===== src/rtl/rrse_pkg.sv =====
// Purpose: Shared constants for the return, rotate and bit-skip execute block.
// Assumes: 16-bit instruction words, 16-bit program addresses, 8-bit data.
// Notes:   Opcode matching uses a mask and a value per instruction group.
package rrse_pkg;

  localparam int PC_W   = 16;
  localparam int DATA_W = 8;
  localparam int FR_W   = 9;

  // Opcode masks and values.
  localparam logic [15:0] OPM_EXACT = 16'hffff;
  localparam logic [15:0] OPV_RET   = 16'h0007;
  localparam logic [15:0] OPV_RETNP = 16'h0002;
  localparam logic [15:0] OPM_RETI  = 16'hfff8;
  localparam logic [15:0] OPV_RETI  = 16'h0008;
  localparam logic [15:0] OPM_RETW  = 16'hff00;
  localparam logic [15:0] OPV_RETW  = 16'h7800;
  localparam logic [15:0] OPM_ROT   = 16'hfc00;
  localparam logic [15:0] OPV_RL    = 16'h3400;
  localparam logic [15:0] OPV_RR    = 16'h3000;
  localparam logic [15:0] OPM_SKIP  = 16'hf000;
  localparam logic [15:0] OPV_SKIP  = 16'hb000;

  // Instruction field positions.
  localparam int RETI_SPEED_BIT = 2;
  localparam int RETI_VEC_BIT   = 1;
  localparam int RETI_TMR_BIT   = 0;
  localparam int ROT_DEST_BIT   = 9;
  localparam int SKIP_BIT_HI    = 11;
  localparam int SKIP_BIT_LO    = 9;

  // Status register layout and the matching PC page bits.
  localparam int STAT_C_BIT   = 0;
  localparam int STAT_PAGE_HI = 7;
  localparam int STAT_PAGE_LO = 5;
  localparam int PC_PAGE_HI   = 15;
  localparam int PC_PAGE_LO   = 13;

  // Reset values.
  localparam logic [PC_W-1:0]   PC_RST     = 16'h0000;
  localparam logic [PC_W-1:0]   INT_VEC_RST = 16'h0000;
  localparam logic [DATA_W-1:0] STATUS_RST = 8'h00;
  localparam logic [DATA_W-1:0] ACC_RST    = 8'h00;

  // Cycle counts: extra busy cycles beyond the issue cycle.
  localparam logic [1:0] RET_EXTRA  = 2'h2;
  localparam logic [1:0] SKIP_EXTRA = 2'h1;

  typedef enum logic [2:0] {
    ST_RUN  = 3'b001,
    ST_WAIT = 3'b010,
    ST_SKIP = 3'b100
  } rrse_state_t;

endpackage


===== src/rtl/rrse_stk_if.sv =====
// Purpose: Carries push and pop requests between the core and its call stack.
// Assumes: One clock; the top entry is readable combinationally.
// Notes:   The core owns the requests, the stack owns the top value.
`timescale 1ns/1ps
interface rrse_stk_if #(parameter int AW = 16);
  logic          push;
  logic          pop;
  logic [AW-1:0] wdata;
  logic [AW-1:0] rdata;

  modport owner (output push, output pop, output wdata, input rdata);
  modport store (input push, input pop, input wdata, output rdata);
endinterface


===== src/rtl/rrse_core.sv =====
// Purpose: Executes returns, interrupt entry and return, rotates and bit-skip.
// Assumes: Inputs come from logic on core_clk; operand byte arrives with instr.
// Notes:   One request is taken per ready cycle; interrupt first, then call.
// Notes on behaviour
// RULE_01: Plain return pops PC, three cycles.
// RULE_02: Plain return updates page select bits.
// RULE_03: Call stack separate from software data stack.
// RULE_04: Call pushes following address before jumping.
// RULE_05: Interrupt return restores PC, status; three cycles.
// RULE_06: Option bit 2 restores pre-interrupt speed.
// RULE_07: Option bit 1 stores PC+1 in vector.
// RULE_08: Option bit 0 adds accumulator to timer.
// RULE_09: Interrupt entry saves registers, jumps to vector.
// RULE_10: Page-preserving return pops PC, pages untouched.
// RULE_11: Literal return loads accumulator, pops, three cycles.
// RULE_12: Literal return ignores page bits entirely.
// RULE_13: Rotate left through carry, chosen destination.
// RULE_14: Rotate right through carry, chosen destination.
// RULE_15: Accumulator rotates leave data memory unchanged.
// RULE_16: Rotates take one cycle, touch only carry.
// RULE_17: Skip next instruction when tested bit set.
// RULE_18: Skip operands are bit number and address.
// RULE_19: Skip takes one cycle, two when taken.
// RULE_20: Page select is status bits 7 to 5.
// RULE_21: Stack depth parameter, wraps silently.
`timescale 1ns/1ps
module rrse_core #(
  parameter int STACK_DEPTH = 16
) (
  input  logic                           core_clk,
  input  logic                           srst,
  input  logic                           instr_valid,
  input  logic [15:0]                    instr,
  input  logic [rrse_pkg::DATA_W-1:0]    fr_data,
  input  logic                           call_req,
  input  logic [rrse_pkg::PC_W-1:0]      call_target,
  input  logic                           int_req,
  input  logic [rrse_pkg::DATA_W-1:0]    cur_speed,
  output logic                           ready_q,
  output logic [rrse_pkg::PC_W-1:0]      pc_q,
  output logic [rrse_pkg::DATA_W-1:0]    acc_q,
  output logic [rrse_pkg::DATA_W-1:0]    status_q,
  output logic                           dm_we_q,
  output logic [rrse_pkg::FR_W-1:0]      dm_addr_q,
  output logic [rrse_pkg::DATA_W-1:0]    dm_wdata_q,
  output logic [rrse_pkg::PC_W-1:0]      int_vec_q,
  output logic                           spd_restore_q,
  output logic [rrse_pkg::DATA_W-1:0]    spd_val_q,
  output logic                           t0_add_q,
  output logic [rrse_pkg::DATA_W-1:0]    t0_add_val_q,
  output logic                           skip_q
);
  import rrse_pkg::*;

  function automatic logic op_is(input logic [15:0] w, input logic [15:0] m,
                                 input logic [15:0] v);
    op_is = ((w & m) == v);
  endfunction

  rrse_stk_if #(.AW(PC_W)) stk ();

  rrse_call_stack #(.DEPTH(STACK_DEPTH)) u_stack (
    .core_clk (core_clk),
    .srst     (srst),
    .stk      (stk)
  );

  rrse_state_t        st_q;
  rrse_state_t        st_d;
  logic [1:0]         busy_q;
  logic [1:0]         busy_d;
  logic               ready_d;
  logic [PC_W-1:0]    pc_d;
  logic [DATA_W-1:0]  acc_d;
  logic [DATA_W-1:0]  status_d;
  logic               dm_we_d;
  logic [FR_W-1:0]    dm_addr_d;
  logic [DATA_W-1:0]  dm_wdata_d;
  logic [PC_W-1:0]    int_vec_d;
  logic               spd_restore_d;
  logic [DATA_W-1:0]  spd_val_d;
  logic               t0_add_d;
  logic [DATA_W-1:0]  t0_add_val_d;
  logic               skip_d;
  logic [PC_W-1:0]    sh_pc_q;
  logic [PC_W-1:0]    sh_pc_d;
  logic [DATA_W-1:0]  sh_status_q;
  logic [DATA_W-1:0]  sh_status_d;
  logic [DATA_W-1:0]  sh_acc_q;
  logic [DATA_W-1:0]  sh_acc_d;
  logic [DATA_W-1:0]  sh_speed_q;
  logic [DATA_W-1:0]  sh_speed_d;

  logic               int_take;
  logic               call_take;
  logic               ins_take;
  logic               is_ret;
  logic               is_retnp;
  logic               is_retw;
  logic               is_reti;
  logic               is_rl;
  logic               is_rr;
  logic               is_skip;
  logic [PC_W-1:0]    pc_inc;
  logic [DATA_W-1:0]  rot_res;
  logic               rot_c;

  // Interrupt entry outranks a call, which outranks an ordinary instruction.
  assign int_take  = ready_q & int_req;
  assign call_take = ready_q & ~int_req & call_req;
  assign ins_take  = ready_q & ~int_req & ~call_req & instr_valid;
  assign is_ret    = op_is(instr, OPM_EXACT, OPV_RET);
  assign is_retnp  = op_is(instr, OPM_EXACT, OPV_RETNP);
  assign is_retw   = op_is(instr, OPM_RETW, OPV_RETW);
  assign is_reti   = op_is(instr, OPM_RETI, OPV_RETI);
  assign is_rl     = op_is(instr, OPM_ROT, OPV_RL);
  assign is_rr     = op_is(instr, OPM_ROT, OPV_RR);
  assign is_skip   = op_is(instr, OPM_SKIP, OPV_SKIP);
  assign pc_inc    = pc_q + 16'h0001;

  // The software push/pop stack lives elsewhere; only calls and returns reach
  // this stack.
  assign stk.push  = call_take;                                     // RULE_03
  assign stk.wdata = pc_inc;                                        // RULE_04
  assign stk.pop   = ins_take & (is_ret | is_retnp | is_retw);      // RULE_03

  always_comb begin
    rot_res = fr_data;
    rot_c   = status_q[STAT_C_BIT];
    if (is_rl) begin
      rot_res = {fr_data[DATA_W-2:0], status_q[STAT_C_BIT]};        // RULE_13
      rot_c   = fr_data[DATA_W-1];                                  // RULE_13
    end else if (is_rr) begin
      rot_res = {status_q[STAT_C_BIT], fr_data[DATA_W-1:1]};        // RULE_14
      rot_c   = fr_data[0];                                         // RULE_14
    end
  end

  always_comb begin
    st_d          = st_q;
    busy_d        = busy_q;
    pc_d          = pc_q;
    acc_d         = acc_q;
    status_d      = status_q;
    dm_we_d       = 1'b0;
    dm_addr_d     = dm_addr_q;
    dm_wdata_d    = dm_wdata_q;
    int_vec_d     = int_vec_q;
    spd_restore_d = 1'b0;
    spd_val_d     = spd_val_q;
    t0_add_d      = 1'b0;
    t0_add_val_d  = t0_add_val_q;
    skip_d        = 1'b0;
    sh_pc_d       = sh_pc_q;
    sh_status_d   = sh_status_q;
    sh_acc_d      = sh_acc_q;
    sh_speed_d    = sh_speed_q;
    case (st_q)
      ST_RUN: begin
        if (int_take) begin
          sh_pc_d     = pc_q;                                       // RULE_09
          sh_status_d = status_q;
          sh_acc_d    = acc_q;
          sh_speed_d  = cur_speed;
          pc_d        = int_vec_q;                                  // RULE_09
        end else if (call_take) begin
          pc_d = call_target;                                       // RULE_04
        end else if (ins_take) begin
          pc_d = pc_inc;
          if (is_ret || is_retnp || is_retw) begin
            pc_d   = stk.rdata;                         // RULE_01 RULE_10 RULE_12
            st_d   = ST_WAIT;
            busy_d = RET_EXTRA;                         // RULE_01 RULE_11
            if (is_ret) begin
              status_d[STAT_PAGE_HI:STAT_PAGE_LO] =
                stk.rdata[PC_PAGE_HI:PC_PAGE_LO];       // RULE_02 RULE_20
            end
            if (is_retw) begin
              acc_d = instr[DATA_W-1:0];                            // RULE_11
            end
          end else if (is_reti) begin
            pc_d     = sh_pc_q;                                     // RULE_05
            status_d = sh_status_q;                                 // RULE_05
            st_d     = ST_WAIT;
            busy_d   = RET_EXTRA;                                   // RULE_05
            if (instr[RETI_SPEED_BIT]) begin
              spd_restore_d = 1'b1;                                 // RULE_06
              spd_val_d     = sh_speed_q;
            end
            if (instr[RETI_VEC_BIT]) begin
              int_vec_d = pc_inc;                                   // RULE_07
            end
            if (instr[RETI_TMR_BIT]) begin
              t0_add_d     = 1'b1;                                  // RULE_08
              t0_add_val_d = acc_q;
            end
          end else if (is_rl || is_rr) begin
            status_d[STAT_C_BIT] = rot_c;                           // RULE_16
            if (instr[ROT_DEST_BIT]) begin
              dm_we_d    = 1'b1;
              dm_addr_d  = instr[FR_W-1:0];
              dm_wdata_d = rot_res;
            end else begin
              acc_d = rot_res;                                      // RULE_15
            end
          end else if (is_skip) begin
            if (fr_data[instr[SKIP_BIT_HI:SKIP_BIT_LO]]) begin      // RULE_18
              pc_d   = pc_q + 16'h0002;                             // RULE_17
              skip_d = 1'b1;
              st_d   = ST_SKIP;
              busy_d = SKIP_EXTRA;                                  // RULE_19
            end
          end
        end
      end
      ST_WAIT, ST_SKIP: begin
        busy_d = busy_q - 2'h1;
        if (busy_q == 2'h1) begin
          st_d = ST_RUN;
        end
      end
      default: begin
        st_d   = ST_RUN;
        busy_d = 2'h0;
      end
    endcase
    ready_d = (st_d == ST_RUN);
  end

  always_ff @(posedge core_clk) begin
    if (srst) begin
      st_q          <= ST_RUN;
      busy_q        <= 2'h0;
      ready_q       <= 1'b1;
      pc_q          <= PC_RST;
      acc_q         <= ACC_RST;
      status_q      <= STATUS_RST;
      dm_we_q       <= 1'b0;
      dm_addr_q     <= '0;
      dm_wdata_q    <= '0;
      int_vec_q     <= INT_VEC_RST;
      spd_restore_q <= 1'b0;
      spd_val_q     <= '0;
      t0_add_q      <= 1'b0;
      t0_add_val_q  <= '0;
      skip_q        <= 1'b0;
      sh_pc_q       <= PC_RST;
      sh_status_q   <= STATUS_RST;
      sh_acc_q      <= ACC_RST;
      sh_speed_q    <= '0;
    end else begin
      st_q          <= st_d;
      busy_q        <= busy_d;
      ready_q       <= ready_d;
      pc_q          <= pc_d;
      acc_q         <= acc_d;
      status_q      <= status_d;
      dm_we_q       <= dm_we_d;
      dm_addr_q     <= dm_addr_d;
      dm_wdata_q    <= dm_wdata_d;
      int_vec_q     <= int_vec_d;
      spd_restore_q <= spd_restore_d;
      spd_val_q     <= spd_val_d;
      t0_add_q      <= t0_add_d;
      t0_add_val_q  <= t0_add_val_d;
      skip_q        <= skip_d;
      sh_pc_q       <= sh_pc_d;
      sh_status_q   <= sh_status_d;
      sh_acc_q      <= sh_acc_d;
      sh_speed_q    <= sh_speed_d;
    end
  end
endmodule


===== src/rtl/rrse_call_stack.sv =====
// Purpose: Hardware call/return stack holding full program addresses.
// Assumes: Push and pop never arrive in the same cycle.
// Notes:   Pointer wraps silently on overflow and underflow.
`timescale 1ns/1ps
module rrse_call_stack #(
  parameter int DEPTH = 16
) (
  input  logic         core_clk,
  input  logic         srst,
  rrse_stk_if.store    stk
);
  import rrse_pkg::*;

  localparam int PW = (DEPTH > 1) ? $clog2(DEPTH) : 1;

  logic [PC_W-1:0] mem_q [DEPTH];
  logic [PW-1:0]   sp_q;
  logic [PW-1:0]   sp_d;
  logic [PW-1:0]   top_idx;

  // The pointer marks the next free slot; the top is one below it.
  always_comb begin
    top_idx = sp_q - 1'b1;
    sp_d    = sp_q;
    if (stk.push) begin
      sp_d = sp_q + 1'b1;
    end else if (stk.pop) begin
      sp_d = top_idx;
    end
  end

  always_ff @(posedge core_clk) begin
    if (srst) begin
      sp_q <= '0;
    end else begin
      sp_q <= sp_d;  // RULE_21
    end
    if (stk.push) begin
      mem_q[sp_q] <= stk.wdata;
    end
  end

  assign stk.rdata = mem_q[top_idx];

endmodule


===== config.mk =====
export PLATFORM = sky130hd
export DESIGN_NAME = rrse_core
export DESIGN_NICKNAME = d
export VERILOG_FILES = /design/src/rtl/rrse_pkg.sv /design/src/rtl/rrse_stk_if.sv /design/src/rtl/rrse_core.sv /design/src/rtl/rrse_call_stack.sv
export SDC_FILE = /design/constraint.sdc
export NUM_CORES = 1
export LEC_CHECK = 0
export ABC_AREA = 1
export BUFFER_PORTS_ARGS = -buffer_cell sky130_fd_sc_hd__buf_4
export CORE_ASPECT_RATIO = 2
export CORE_MARGIN = 1.5
export CORE_UTILIZATION = 35
export CTS_CLUSTER_DIAMETER = 120
export DETAILED_ROUTE_END_ITERATION = 16
export PLACE_DENSITY_LB_ADDON = 0.08
export SYNTH_ARGS = -nofsm -noshare
export SYNTH_HDL_FRONTEND = slang
export SYNTH_HIERARCHICAL = 1
export SYNTH_SLANG_ARGS = --single-unit

===== constraint.sdc =====
create_clock -name core_clk -period 6.99 [get_ports core_clk]
set_input_delay 1.398 -clock core_clk [delete_from_list [all_inputs] [get_ports core_clk]]
set_output_delay 1.398 -clock core_clk [all_outputs]
set_load 0.03 [all_outputs]

After elaboration in Yosys (flattened, before gate mapping)
Memories as Yosys holds them, arrays and structs flattened.
Cells that the tools add are included.
- memories: 1
- bits in writable memories: 256
- output and inout port bits: 86
- register bits after elaboration: 127
- word-level logic and storage cells: 143
- memories (memory ; depth ; bits a word ; read ports ; clocked after Yosys merged registers in ; write ports ; line ; text):
    u_stack.mem_q ; 16 ; 16 ; 1 ; 0 ; 1 ; rrse_call_stack.sv:16 ; logic [PC_W-1:0] mem_q [DEPTH];
- magnitude comparators: 1
- eq/ne operators: 22
- reduce and logical (&&, ||, !) cells: 24
- $add $sub $neg: 5
- bitwise operators: 18
- multiplexer cells: 51
- operators by type and width (cell ; count):
    2-to-1 mux 16 bit ; 8
    2-to-1 mux 8 bit ; 7
    2-to-1 mux 3 bit ; 11
    AND reduction 7 bit ; 4
    AND reduction 6 bit ; 3
    adder 16 x 1 -> 16 bit (second input constant) ; 1
    adder 16 x 2 -> 16 bit (second input constant) ; 1
    == test 16 x 2 -> 1 bit (second input constant) ; 1
    == test 16 x 3 -> 1 bit (second input constant) ; 1
    2-to-1 mux 2 bit ; 8
    AND reduction 8 bit ; 2
    == test 13 x 1 -> 1 bit (second input constant) ; 1
    == test 6 x 4 -> 1 bit (second input constant) ; 2
    inequality test 4 bit (second input constant) ; 3
    2-to-1 mux 1 bit ; 11
    inequality test 2 bit (second input constant) ; 5
    inverter 1 bit ; 10
    OR reduction 9 bit ; 1
    == test 8 x 7 -> 1 bit (second input constant) ; 1
    2-to-1 mux 4 bit ; 2
    nonzero test 2 bit ; 4
    OR reduction 8 bit ; 1
    2-to-1 mux 7 bit ; 1
    OR reduction 7 bit ; 1
    other kinds (19) ; 31

Longest topological paths before layout
Gate-level depths: netlist of the first run.
- depth in word-level cells: 12
- mapped depth: 20
- mapped depth without buffers: 16

Modules after synthesis
The synthesis of the first run kept the hierarchy.
- modules (own cells, without submodules) (module ; cells an instance ; area each (µm²) ; times used):
    rrse_call_stack ; 1098 ; 11448.5 ; 1
    rrse_core ; 924 ; 6338.6 ; 1

Worst setup path before layout of the first run
Ideal clock, no wire load.
- path kind: input to register
- start point: input int_req
- end point: memory u_stack.mem_q[11][0], enable pin
- stages: 5
- data arrival time: 2.730 ns
- path slack: 3.872 ns
- cells stage by stage: nor2_1 nand2_1 inv_1 nand2_1 nor2_1
- cells in the longest elaborated chain, start to end: 5
- ends and longest elaborated chain (element ; line ; text):
    from (decl) ; rrse_core.sv:37 ; input logic int_req,
    inverter 1 bit ; rrse_core.sv:110 ; assign call_take = ready_q & ~int_req & call_req;
    bitwise AND 1 bit (2 in series) ; rrse_core.sv:110 ;
    named net call_take ; rrse_core.sv:95 ; logic call_take;
    2-to-1 mux 1 bit ; rrse_call_stack.sv:38 ; if (stk.push) begin
    2-to-1 mux 1 bit (implied by the code) ; rrse_call_stack.sv:39 ; mem_q[sp_q] <= stk.wdata;
    to (decl) ; rrse_call_stack.sv:16 ;
The timed path passes the listed nets, and every way through them passes these cells.

Worst setup path in the final report of the first run
- start point: register u_stack.sp_q[0]
- end point: register pc_q[15] (netlist bit)
- cells in the longest elaborated chain, start to end: 6
- ends and longest elaborated chain (element ; line ; text):
    from (decl) ; rrse_call_stack.sv:17 ; logic [PW-1:0] sp_q;
    from (signal assigned) ; rrse_call_stack.sv:36 ; sp_q <= sp_d;
    subtractor 4 x 1 -> 4 bit ; rrse_call_stack.sv:23 ; top_idx = sp_q - 1'b1;
    memory read (16 x 16 bit) ; n/a ;
    named net stk.rdata[15] ; rrse_stk_if.sv:9 ; logic [AW-1:0] rdata;
    2-to-1 mux 16 bit ; rrse_core.sv:170 ; if (is_ret || is_retnp || is_retw) begin
    2-to-1 mux 16 bit ; rrse_core.sv:168 ; end else if (ins_take) begin
    2-to-1 mux 16 bit ; rrse_core.sv:166 ; end else if (call_take) begin
    2-to-1 mux 16 bit ; rrse_core.sv:160 ; if (int_take) begin
    to (signal assigned) ; rrse_core.sv:255 ; pc_q <= pc_d;
    to (decl) ; rrse_core.sv:40 ; output logic [rrse_pkg::PC_W-1:0] pc_q,
The timed path passes the listed nets, and every way through them passes these cells. The select of a mux whose other input is x is not followed.
A chain may end at the register's enable or synchronous reset.

==> results.json, run 1 <==
{
  "hp-class": "reg -> reg",
  "ioPinCount": 139,
  "rr_worst_depth": 15,
  "drcViolationCount": 0,
  "track_usage": 0.242,
  "slew-limit-headroom": 0.297,
  "post_drt_wl_per_cell_um": 22.1,
  "ant_nets": 0,
  "hold_violations": 0,
  "min_from": "sh_pc_q[2]",
  "synthesis.area_um2": 17800,
  "layout-drive-gt1-share": 0.143,
  "arrival_ps": 4210,
  "yosys_warnings": 6,
  "floorplan.rows": 116,
  "viasPerCell": 5.00,
  "cts_hold_buf": 0,
  "netlist_top_cells_area": "edfxtp_1 43%, dfxtp_1 14%, nand2_1 11%",
  "critPathMaxFanout": 68,
  "cts_tree": "done",
  "cts-root-buf": "clkbuf_16",
  "synth-async-reset-ratio": 0,
  "diodes": 0,
  "cp-start-kind": "register",
  "grt_max_degree": 77,
  "ys_types": 45,
  "cap_viol_max_count": 0,
  "overflow": 0,
  "worst_pin_slew_ps": 1050,
  "hold_path_depth": 2,
  "fillCellCount": 5167,
  "die_area_um2": 52300,
  "layout.cells.non_filler": 2807,
  "setup_tns_ps": 0,
  "max-vdd-ir-drop_mv": 0.196,
  "r2r_end": "pc_q[15]",
  "via_count": 14000,
  "synth-seq-cells": 383,
  "maxSlewViolCount": 0,
  "design_area_um2": 20700,
  "synth_edf_count": 256,
  "place_hpwl_um": 44400,
  "ctsLongestPathBuffers": 3,
  "synth_top_cell_by_area": "edfxtp_1",
  "syn_inst": 2022,
  "firstDrtPassIters": 6,
  "die_w_um": 162,
  "status": "finished, final reports clean",
  "place.gp.congestion": 0.963,
  "wirelength_um": 62000,
  "cts_sinks": 383,
  "synth_nets": 2083,
  "ctsResizeCount": 0,
  "crit_required_ps": 7470,
  "die_y_um": 322,
  "dpl.cell_count": 2737,
  "cts_htree_levels": 2,
  "layout.nets": 2189,
  "fin_crit_sh": 0.534,
  "r2r_start": "u_stack/sp_q[0]",
  "cts_buffers": 38,
  "avgSynthCellArea_um2": 8.80,
  "clock_latency_ps": 550,
  "fin_skew_ps": 28.7,
  "io_buffer_count": 138,
  "areaGrowthSynthToFinish_pct": 16.1,
  "synthFlopType": "edfxtp_1",
  "p_total_w": 0.00520,
  "max_freq_ghz": 0.268,
  "grt_pass1_vias": 14700,
  "synth.most_common_cell": "nand2_1",
  "rrSetupSlack_ps": 3260,
  "synth_commonest_cells": "534 x nand2_1, 291 x inv_1, 256 x edfxtp_1",
  "critical_path_class": "reg -> reg",
  "yosysSeqAreaShare": 0.575,
  "core-area_um2": 50100,
  "antenna_found_initial": 0,
  "hold_path_end": "sh_pc_q[2]",
  "drtIter0Drc": 724,
  "clk_pin_slew_worst_paths_ps": 70,
  "finalSetupViolations": 0,
  "min_period_ps": 3730,
  "grt_pass1_wl_um": 92400,
  "synth_top_area_share": 0.432,
  "p_leak_nw": 8.93,
  "placed_cell_area_um2": 19400,
  "powerDensity_nw_per_um2": 252,
  "rsz0062_at_grt": "false",
  "cts_setup_buffers": 0,
  "critPathCaptureType": "register",
  "initial_core_util": 0.355
}
critical path, stage by stage, from the launching register on:
cell	delay, ps
dfxtp_4	350
inv_4	520
ha_2	550
inv_2	650
nand2_1	340
nand3_1	150
nand3_1	80
nand2_1	140
nand2_1	90
inv_1	150
a21oi_1	60
nand2_1	90
nand2_1	50
nand2_1	130
nand2_1	90
a21oi_1	120
per-layer routing:
| layer | track usage | wire length (µm) | vias to the layer above |
|---|---|---|---|
| met5 | 0 | 0 | - |
| met2 | 0.461 | 33200 | 397 |
| li1 | - | - | 6762 |
| met1 | 0.239 | 21600 | 6722 |
| met3 | 0.0332 | 2430 | 152 |
| met4 | 0.162 | 4650 | 0 |
cells in the final DEF (no fill, tap or decap), types with 8 or more instances in the layout:
cell type and n:
a21oi_1 110, buf_4 161, clkbuf_16 41, dfxtp_1 126, edfxtp_1 256, inv_1 289, inv_2 12, nand2_1 534
nand2_2 9, nand3_1 236, nand3_2 14, nor2_1 110, nor2_2 20, nor2_4 8, o21ai_0 95, o21ai_1 14
o221ai_1 8, xor2_1 10
stage by stage:
step | worst slack [ps] | hold WS, ps | util
after global routing | 3060 | 473 | 0.412
final | 3260 | 452 | 0.412
after detailed placement | 3060 | 443 | 0.387
after global placement | 3090 | 441 | 0.387
after CTS | 3300 | 453 | 0.412
after floorplan | 3870 | 425 | -
area by class of cell:
class                   count  area, µm²  share of cell area
multi-input cells        1240       5960               0.289
clock inverters            20        206              0.0100
flip-flops and latches    383      10200               0.496
well taps                 649        812              0.0393
repair buffers            161       1210              0.0585
inverters                 304       1150              0.0556
clock buffers              50       1080              0.0523
how the worst max path moves through the flow:
stage	start	end	slack, ps
global route	u_stack/sp_q[0]	pc_q[15]	3060
CTS	u_stack/sp_q[0]	pc_q[7]	3300
floorplan	int_req	u_stack/mem_q[11][0]	3870
global placement	int_req	u_stack/mem_q[11][9]	3090
detailed placement	int_req	u_stack/mem_q[11][9]	3060
finish	u_stack/sp_q[0]	pc_q[15]	3260
registers in the layout (all words and copies together) (netlist names), 9 cells and up:
name and cells:
dm_addr_q 9, u_stack/mem_q 256, sh_pc_q 16, int_vec_q 16, pc_q 16
logic make-up after synthesis:
family,after synthesis,synth area share
adders and majority gates,8,0.00563
and+or+nand+nor,958,0.236
xor gates and xnor gates,21,0.0112
DFF,383,0.575
AOI/OAI and AO/OA,253,0.0762
buffers and inverters,399,0.0958
where the power goes:
| group | total [W] | internal, W | switching [W] | leakage, nW |
|---|---|---|---|---|
| registers | 0.00247 | 0.00245 | 0.0000215 | 3.35 |
| logic | 0.000584 | 0.000151 | 0.000433 | 4.95 |
| clock network | 0.00214 | 0.00124 | 0.000901 | 0.628 |
| total | 0.00520 | 0.00385 | 0.00136 | 8.93 |
Power figures use the tool's default switching activity.
==> inputs of run 2 (changes only) <==
--- a/config.mk
+++ b/config.mk
@@ -5,7 +5,7 @@
 export SDC_FILE = /design/constraint.sdc
 export NUM_CORES = 1
 export LEC_CHECK = 0
-export ABC_AREA = 1
+export ABC_AREA = 0
 export BUFFER_PORTS_ARGS = -buffer_cell sky130_fd_sc_hd__buf_4
 export CORE_ASPECT_RATIO = 2
 export CORE_MARGIN = 1.5
==> constraint.sdc (replaced) <==
create_clock -name core_clk -period 3.5 [get_ports core_clk]
set_input_delay 0.7 -clock core_clk [delete_from_list [all_inputs] [get_ports core_clk]]
set_output_delay 0.7 -clock core_clk [all_outputs]
set_load 0.03 [all_outputs]
==> run 2 against run 1 <==
  * Synthesized area fell by 6.6%
  * Critical path depth down 5
  * Non-clock buffer count up 54
  * Global-route usage fell by 4.3 points
  * Combinational power rose by 92%
  * Count of clock-buffer cells in the layout is 4 higher
  * Largest power group unchanged
==> results.json, run 2 <==
{
  "max_freq_ghz": 0.345,
  "cts_setup_buffers": 0,
  "synthFlopType": "edfxtp_1",
  "grt_pass1_vias": 11300,
  "grt_max_degree": 97,
  "synth-async-reset-ratio": 0,
  "critical_path_class": "reg -> reg",
  "critPathCaptureType": "register",
  "synth_edf_count": 256,
  "maxSlewViolCount": 0,
  "mostFrequentLayoutCells": "256 x edfxtp_1, 209 x buf_4, 148 x nand2_1",
  "core-area_um2": 46800,
  "critPathTopFamily": "compound AO/OA/AOI/OAI gates",
  "gr-max-usage-layer": "met2",
  "synth.most_common_cell": "edfxtp_1",
  "ys_types": 79,
  "clk_pin_slew_worst_paths_ps": 70,
  "cts_buffers": 37,
  "place_hpwl_um": 34500,
  "min_period_ps": 2900,
  "initial_core_util": 0.355,
  "drtIter0Drc": 557,
  "min_from": "cur_speed[1]",
  "finalSetupViolations": 0,
  "cts_htree_levels": 2,
  "fin_crit_sh": 0.828,
  "grtUsageMet2": 0.386,
  "synth-seq-cells": 383,
  "antenna_found_initial": 0,
  "ant_nets": 0,
  "layout.nets": 1499,
  "fillCellCount": 4465,
  "io_buffer_count": 138,
  "clock_latency_ps": 540,
  "ctsResizeCount": 0,
  "fin_skew_ps": 10.6,
  "slew-limit-headroom": 0.442,
  "crit_path_top_delay_cell": "ha_2",
  "largest_reg_flops": 256,
  "track_usage": 0.200,
  "grtUsageMet3": 0.0286,
  "layout-drive-gt1-share": 0.261,
  "setup_slack_ps": 601,
  "floorplan.rows": 112,
  "crit_required_ps": 3930,
  "areaGrowthSynthToFinish_pct": 19.1,
  "cp_cell_sequence": "inv_1 -> ha_2 -> buf_12 -> mux4_2 -> nor2b_1 -> a211oi_1 -> a21oi_1 -> a221oi_1 -> o21a_1 -> o21ai_0",
  "p_leak_nw": 6.82,
  "worst-path-buf-inv": 2,
  "diodes": 0,
  "slowest_delay_ps": 560,
  "via_count": 10900,
  "hold_violations": 0,
  "top_register": "u_stack/mem_q",
  "avgSynthCellArea_um2": 13.0,
  "drcViolationCount": 0,
  "rrSetupSlack_ps": 600,
  "yosysSeqAreaShare": 0.616,
  "post_drt_wl_per_cell_um": 23.1,
  "synth_top_cell_by_area": "edfxtp_1",
  "cp-start-kind": "register",
  "cap_viol_max_count": 0,
  "hold_path_end": "sh_speed_q[1]",
  "synth_commonest_cells": "256 x edfxtp_1, 148 x nand2_1, 127 x dfxtp_1",
  "rsz0062_at_grt": "false",
  "ctsLongestPathBuffers": 3,
  "rr_worst_depth": 10,
  "grtUsageMet1": 0.202,
  "grt_pass1_wl_um": 71900,
  "synth_nets": 1340,
  "cts_tree": "done",
  "r2r_end": "pc_q[15]",
  "firstDrtPassIters": 4,
  "overflow": 0,
  "setup_tns_ps": 0,
  "hold_path_depth": 3,
  "synth_top_area_share": 0.463,
  "die_w_um": 157,
  "cts-root-buf": "clkbuf_16",
  "r2r_start": "u_stack/sp_q[1]",
  "die_y_um": 311,
  "cts_sinks": 383,
  "arrival_ps": 3330,
  "viasPerCell": 5.23,
  "syn_inst": 1279,
  "mostFrequentLayoutCell": "edfxtp_1",
  "place.gp.congestion": 0.883,
  "dp_slack_ps": 567,
  "hp-class": "in -> reg",
  "worst_pin_slew_ps": 833,
  "die_area_um2": 48900,
  "netlist_top_cells_area": "edfxtp_1 46%, dfxtp_1 15%, mux4_2 8.7%",
  "yosys_warnings": 6,
  "critPathMaxFanout": 18,
  "powerDensity_nw_per_um2": 504,
  "startpoint": "u_stack/sp_q[1]",
  "wirelength_um": 48500,
  "status": "finished, final reports clean",
  "cts_hold_buf": 0,
  "max-vdd-ir-drop_mv": 0.328,
  "ioPinCount": 139,
  "synthesis.area_um2": 16600
}
run 2: cell count changes in the layout (fill, tap and decap cells not counted), sizes merged, moves of 27 or more:
cell,previous run,this run
nor2,139,108
inv,304,15
nand2,546,148
o21ai,109,15
mux2i,0,43
nor3,8,35
nand3,251,32
buf,161,215
a211oi,7,36
mux4,0,64
run 2: worst min-delay path: stages:
cell and delay (ps):
buf_4 110, nand2_1 40, a21oi_1 50
run 2: how the worst max path moves through the flow:
stage / end / cells past startpoint
2_1_floorplan: u_stack/mem_q[3][0] / 5
3_3_place_gp: pc_q[15] / 10
3_5_place_dp: pc_q[15] / 10
4_1_cts: pc_q[15] / 10
5_1_grt: pc_q[7] / 10
6_report: pc_q[15] / 10
run 2: per-layer routing:
metal | up-vias | wire [µm]
met5 | - | 0
met4 | 0 | 2550
met3 | 99 | 2000
met2 | 273 | 26900
met1 | 5437 | 17000
li1 | 5133 | -
run 2: power by group:
part	internal, W	total [W]	switching, W
combinational	0.000435	0.00112	0.000684
clock	0.00211	0.00386	0.00176
sequential	0.00494	0.00498	0.0000409
total	0.00748	0.00996	0.00248
run 2: per-stage QoR:
step	hold slack, ps	total power [W]	utilization	instance area, µm²	instances
2_1_floorplan	436	0.00578	-	16600	1279
3_3_place_gp	439	0.00621	0.398	18600	2026
3_5_place_dp	445	0.00622	0.398	18600	2026
4_1_cts	390	0.0101	0.422	19800	2094
5_1_grt	398	0.0103	0.423	19800	2094
6_report	407	0.00996	0.423	19800	2094
run 2: area by class of cell:
cell class	count	area, µm²	area share
tap	627	785	0.0397
timing repair buffer	215	1690	0.0854
inverter	13	48.8	0.00247
clock inverter	14	98.8	0.00500
sequential	383	10200	0.517
clock buffer	54	1050	0.0529
multi-input combinational	788	5880	0.297
run 2: cells by family after synthesis:
family	after synthesis	synth area share
mux	116	0.119
xor+xnor	26	0.0153
fa+ha+maj	8	0.00602
flops	383	0.616
simple gates	407	0.117
compound gates	231	0.0916
buf+inv	108	0.0359
==> inputs of run 3 (changes only) <==
==> constraint.sdc (replaced) <==
create_clock -name core_clk -period 2.4 [get_ports core_clk]
set_input_delay 0.48 -clock core_clk [delete_from_list [all_inputs] [get_ports core_clk]]
set_output_delay 0.48 -clock core_clk [all_outputs]
set_load 0.03 [all_outputs]
==> run 3 against run 2 <==
  * The run now ends with setup timing left
  * Routed wire length up 11%
  * Worst hold slack lost 220 ps
  * Count of clock-buffer cells in the layout shrank 1
  * Via count is 7.1% higher
  * Cell count up 7.2%
  * Global-route usage rose by 2.3 points
  * Flip-flop and latch count did not move
  * Combinational power grew 98%
  * Die area is the same
  * Cell area increased by 11%
  * Sequential share of layout area fell by 5.0 points
  * Largest power group unchanged
==> results.json, run 3 (synthesis results as in run 2) <==
{
  "track_usage": 0.223,
  "dp_slack_ps": -194,
  "cts_tree": "done",
  "core-area_um2": 46800,
  "maxSlewViolCount": 0,
  "cts_hold_buf": 0,
  "antenna_found_initial": 0,
  "drcViolationCount": 0,
  "hold_ws_ps": 191,
  "die_w_um": 157,
  "setup_tns_ps": -168,
  "max_freq_ghz": 0.404,
  "p_comb_frac": 0.140,
  "powerDensity_nw_per_um2": 724,
  "hold_violations": 0,
  "worst_pin_slew_ps": 529,
  "finalSetupViolations": 4,
  "p_switching_w": 0.00386,
  "min_period_ps": 2470,
  "cp-start-kind": "register",
  "rrSetupSlack_ps": -70,
  "grt_max_degree": 43,
  "mostFrequentLayoutCells": "315 x buf_4, 256 x edfxtp_1, 148 x nand2_1",
  "critPathMaxFanout": 8,
  "die_y_um": 311,
  "top_register": "u_stack/mem_q",
  "cts_buffers": 37,
  "p_seq_frac": 0.458,
  "io_buffer_count": 138,
  "switching_share": 0.244,
  "ctsLongestPathBuffers": 3,
  "cts_sinks": 383,
  "ioPinCount": 139,
  "grt_pass1_wl_um": 78700,
  "fillCellCount": 4301,
  "place.gp.congestion": 0.862,
  "initial_core_util": 0.355,
  "layout.nets": 1650,
  "clk_pin_slew_worst_paths_ps": 60,
  "clock_latency_ps": 550,
  "cap_viol_max_count": 0,
  "rr_worst_depth": 12,
  "setup_slack_ps": -73.4,
  "drtIter0Drc": 698,
  "ant_nets": 0,
  "hp-class": "in -> reg",
  "diodes": 0,
  "areaGrowthSynthToFinish_pct": 31.9,
  "hold_path_depth": 3,
  "p_leak_nw": 7.82,
  "cts_htree_levels": 2,
  "mostFrequentLayoutCell": "buf_4",
  "cts-root-buf": "clkbuf_16",
  "fin_crit_sh": 1.03,
  "critical_path_class": "reg -> reg",
  "wirelength_um": 54000,
  "fin_skew_ps": 19.2,
  "viasPerCell": 5.22,
  "arrival_ps": 2910,
  "rsz0062_at_grt": "true",
  "layout-drive-gt1-share": 0.364,
  "min_from": "cur_speed[4]",
  "r2r_end": "pc_q[13]",
  "violations": "setup timing",
  "firstDrtPassIters": 5,
  "slew-limit-headroom": 0.647,
  "power.internal_w": 0.0120,
  "critPathCaptureType": "register",
  "overflow": 0,
  "largest_reg_flops": 256,
  "post_drt_wl_per_cell_um": 24.1,
  "via_count": 11700,
  "r2r_start": "u_stack/sp_q[0]",
  "die_area_um2": 48900,
  "grt_pass1_vias": 12100,
  "floorplan.rows": 112,
  "crit_required_ps": 2830,
  "hold_path_end": "sh_speed_q[4]",
  "status": "finished, violations left",
  "p_clk_frac": 0.403,
  "max-vdd-ir-drop_mv": 0.589,
  "place_hpwl_um": 38400
}
run 3: metrics by stage:
step | instance area (µm²) | std cells | util | total power [W]
final | 21900 | 2244 | 0.468 | 0.0159
after global routing | 21900 | 2244 | 0.468 | 0.0164
after CTS | 21700 | 2236 | 0.463 | 0.0159
after detailed placement | 20000 | 2157 | 0.427 | 0.00934
after global placement | 20000 | 2157 | 0.427 | 0.00933
after floorplan | 16800 | 1279 | - | 0.00846
run 3: per-layer routing:
| layer | vias up | share of wire | GRT usage |
|---|---|---|---|
| met4 | 0 | 0.055 | 0.116 |
| met5 | - | 0 | 0 |
| met1 | 5816 | 0.33 | 0.220 |
| li1 | 5448 | - | - |
| met2 | 330 | 0.57 | 0.440 |
| met3 | 123 | 0.041 | 0.0266 |
run 3: area by class of cell:
type / count / area [µm²] / share of cell area
clock buffers: 53 / 1070 / 0.0486
clock inverters: 14 / 264 / 0.0120
inverters: 13 / 52.6 / 0.00240
multi-input cells: 788 / 6200 / 0.283
flip-flops and latches: 383 / 10200 / 0.467
well taps: 627 / 785 / 0.0358
repair buffers: 366 / 3320 / 0.151
run 3: worst max-delay path: stages, from the launching register on:
cell        delay [ps]
dfxtp_4            370
clkinvlp_4         130
ha_4               210
xor2_4             190
buf_6              150
buf_12             120
mux4_2             290
mux2i_1            200
buf_4              170
a21oi_4             80
a221o_1            320
nand2_1             60
nand3_1             60
run 3: worst max path at each step:
| stage | from | end | slack, ps |
|---|---|---|---|
| 2_1_floorplan | u_stack/sp_q[0] | pc_q[3] | -340 |
| 3_3_place_gp | u_stack/sp_q[0] | pc_q[8] | -190 |
| 3_5_place_dp | instr[4] | acc_q[6] | -190 |
| 4_1_cts | u_stack/sp_q[0] | pc_q[4] | -80 |
| 5_1_grt | u_stack/sp_q[0] | pc_q[13] | -160 |
| 6_report | u_stack/sp_q[0] | pc_q[13] | -70 |
run 3: power groups by stage:
| stage | clock network [W] | logic (W) | registers (W) |
|---|---|---|---|
| 2_1_floorplan | 0 | 0.00101 | 0.00745 |
| 3_3_place_gp | 0 | 0.00193 | 0.00740 |
| 3_5_place_dp | 0 | 0.00194 | 0.00740 |
| 4_1_cts | 0.00654 | 0.00213 | 0.00726 |
| 5_1_grt | 0.00679 | 0.00236 | 0.00726 |
| 6_report | 0.00639 | 0.00222 | 0.00726 |
run 3: timing repair:
action | CTS | global route
buffers inserted | 12 | 9
gates cloned | 2 | 1
pin swaps | 19 | 25
gates resized for setup | 49 | 38
endpoints found under the setup margin | 19 | 19
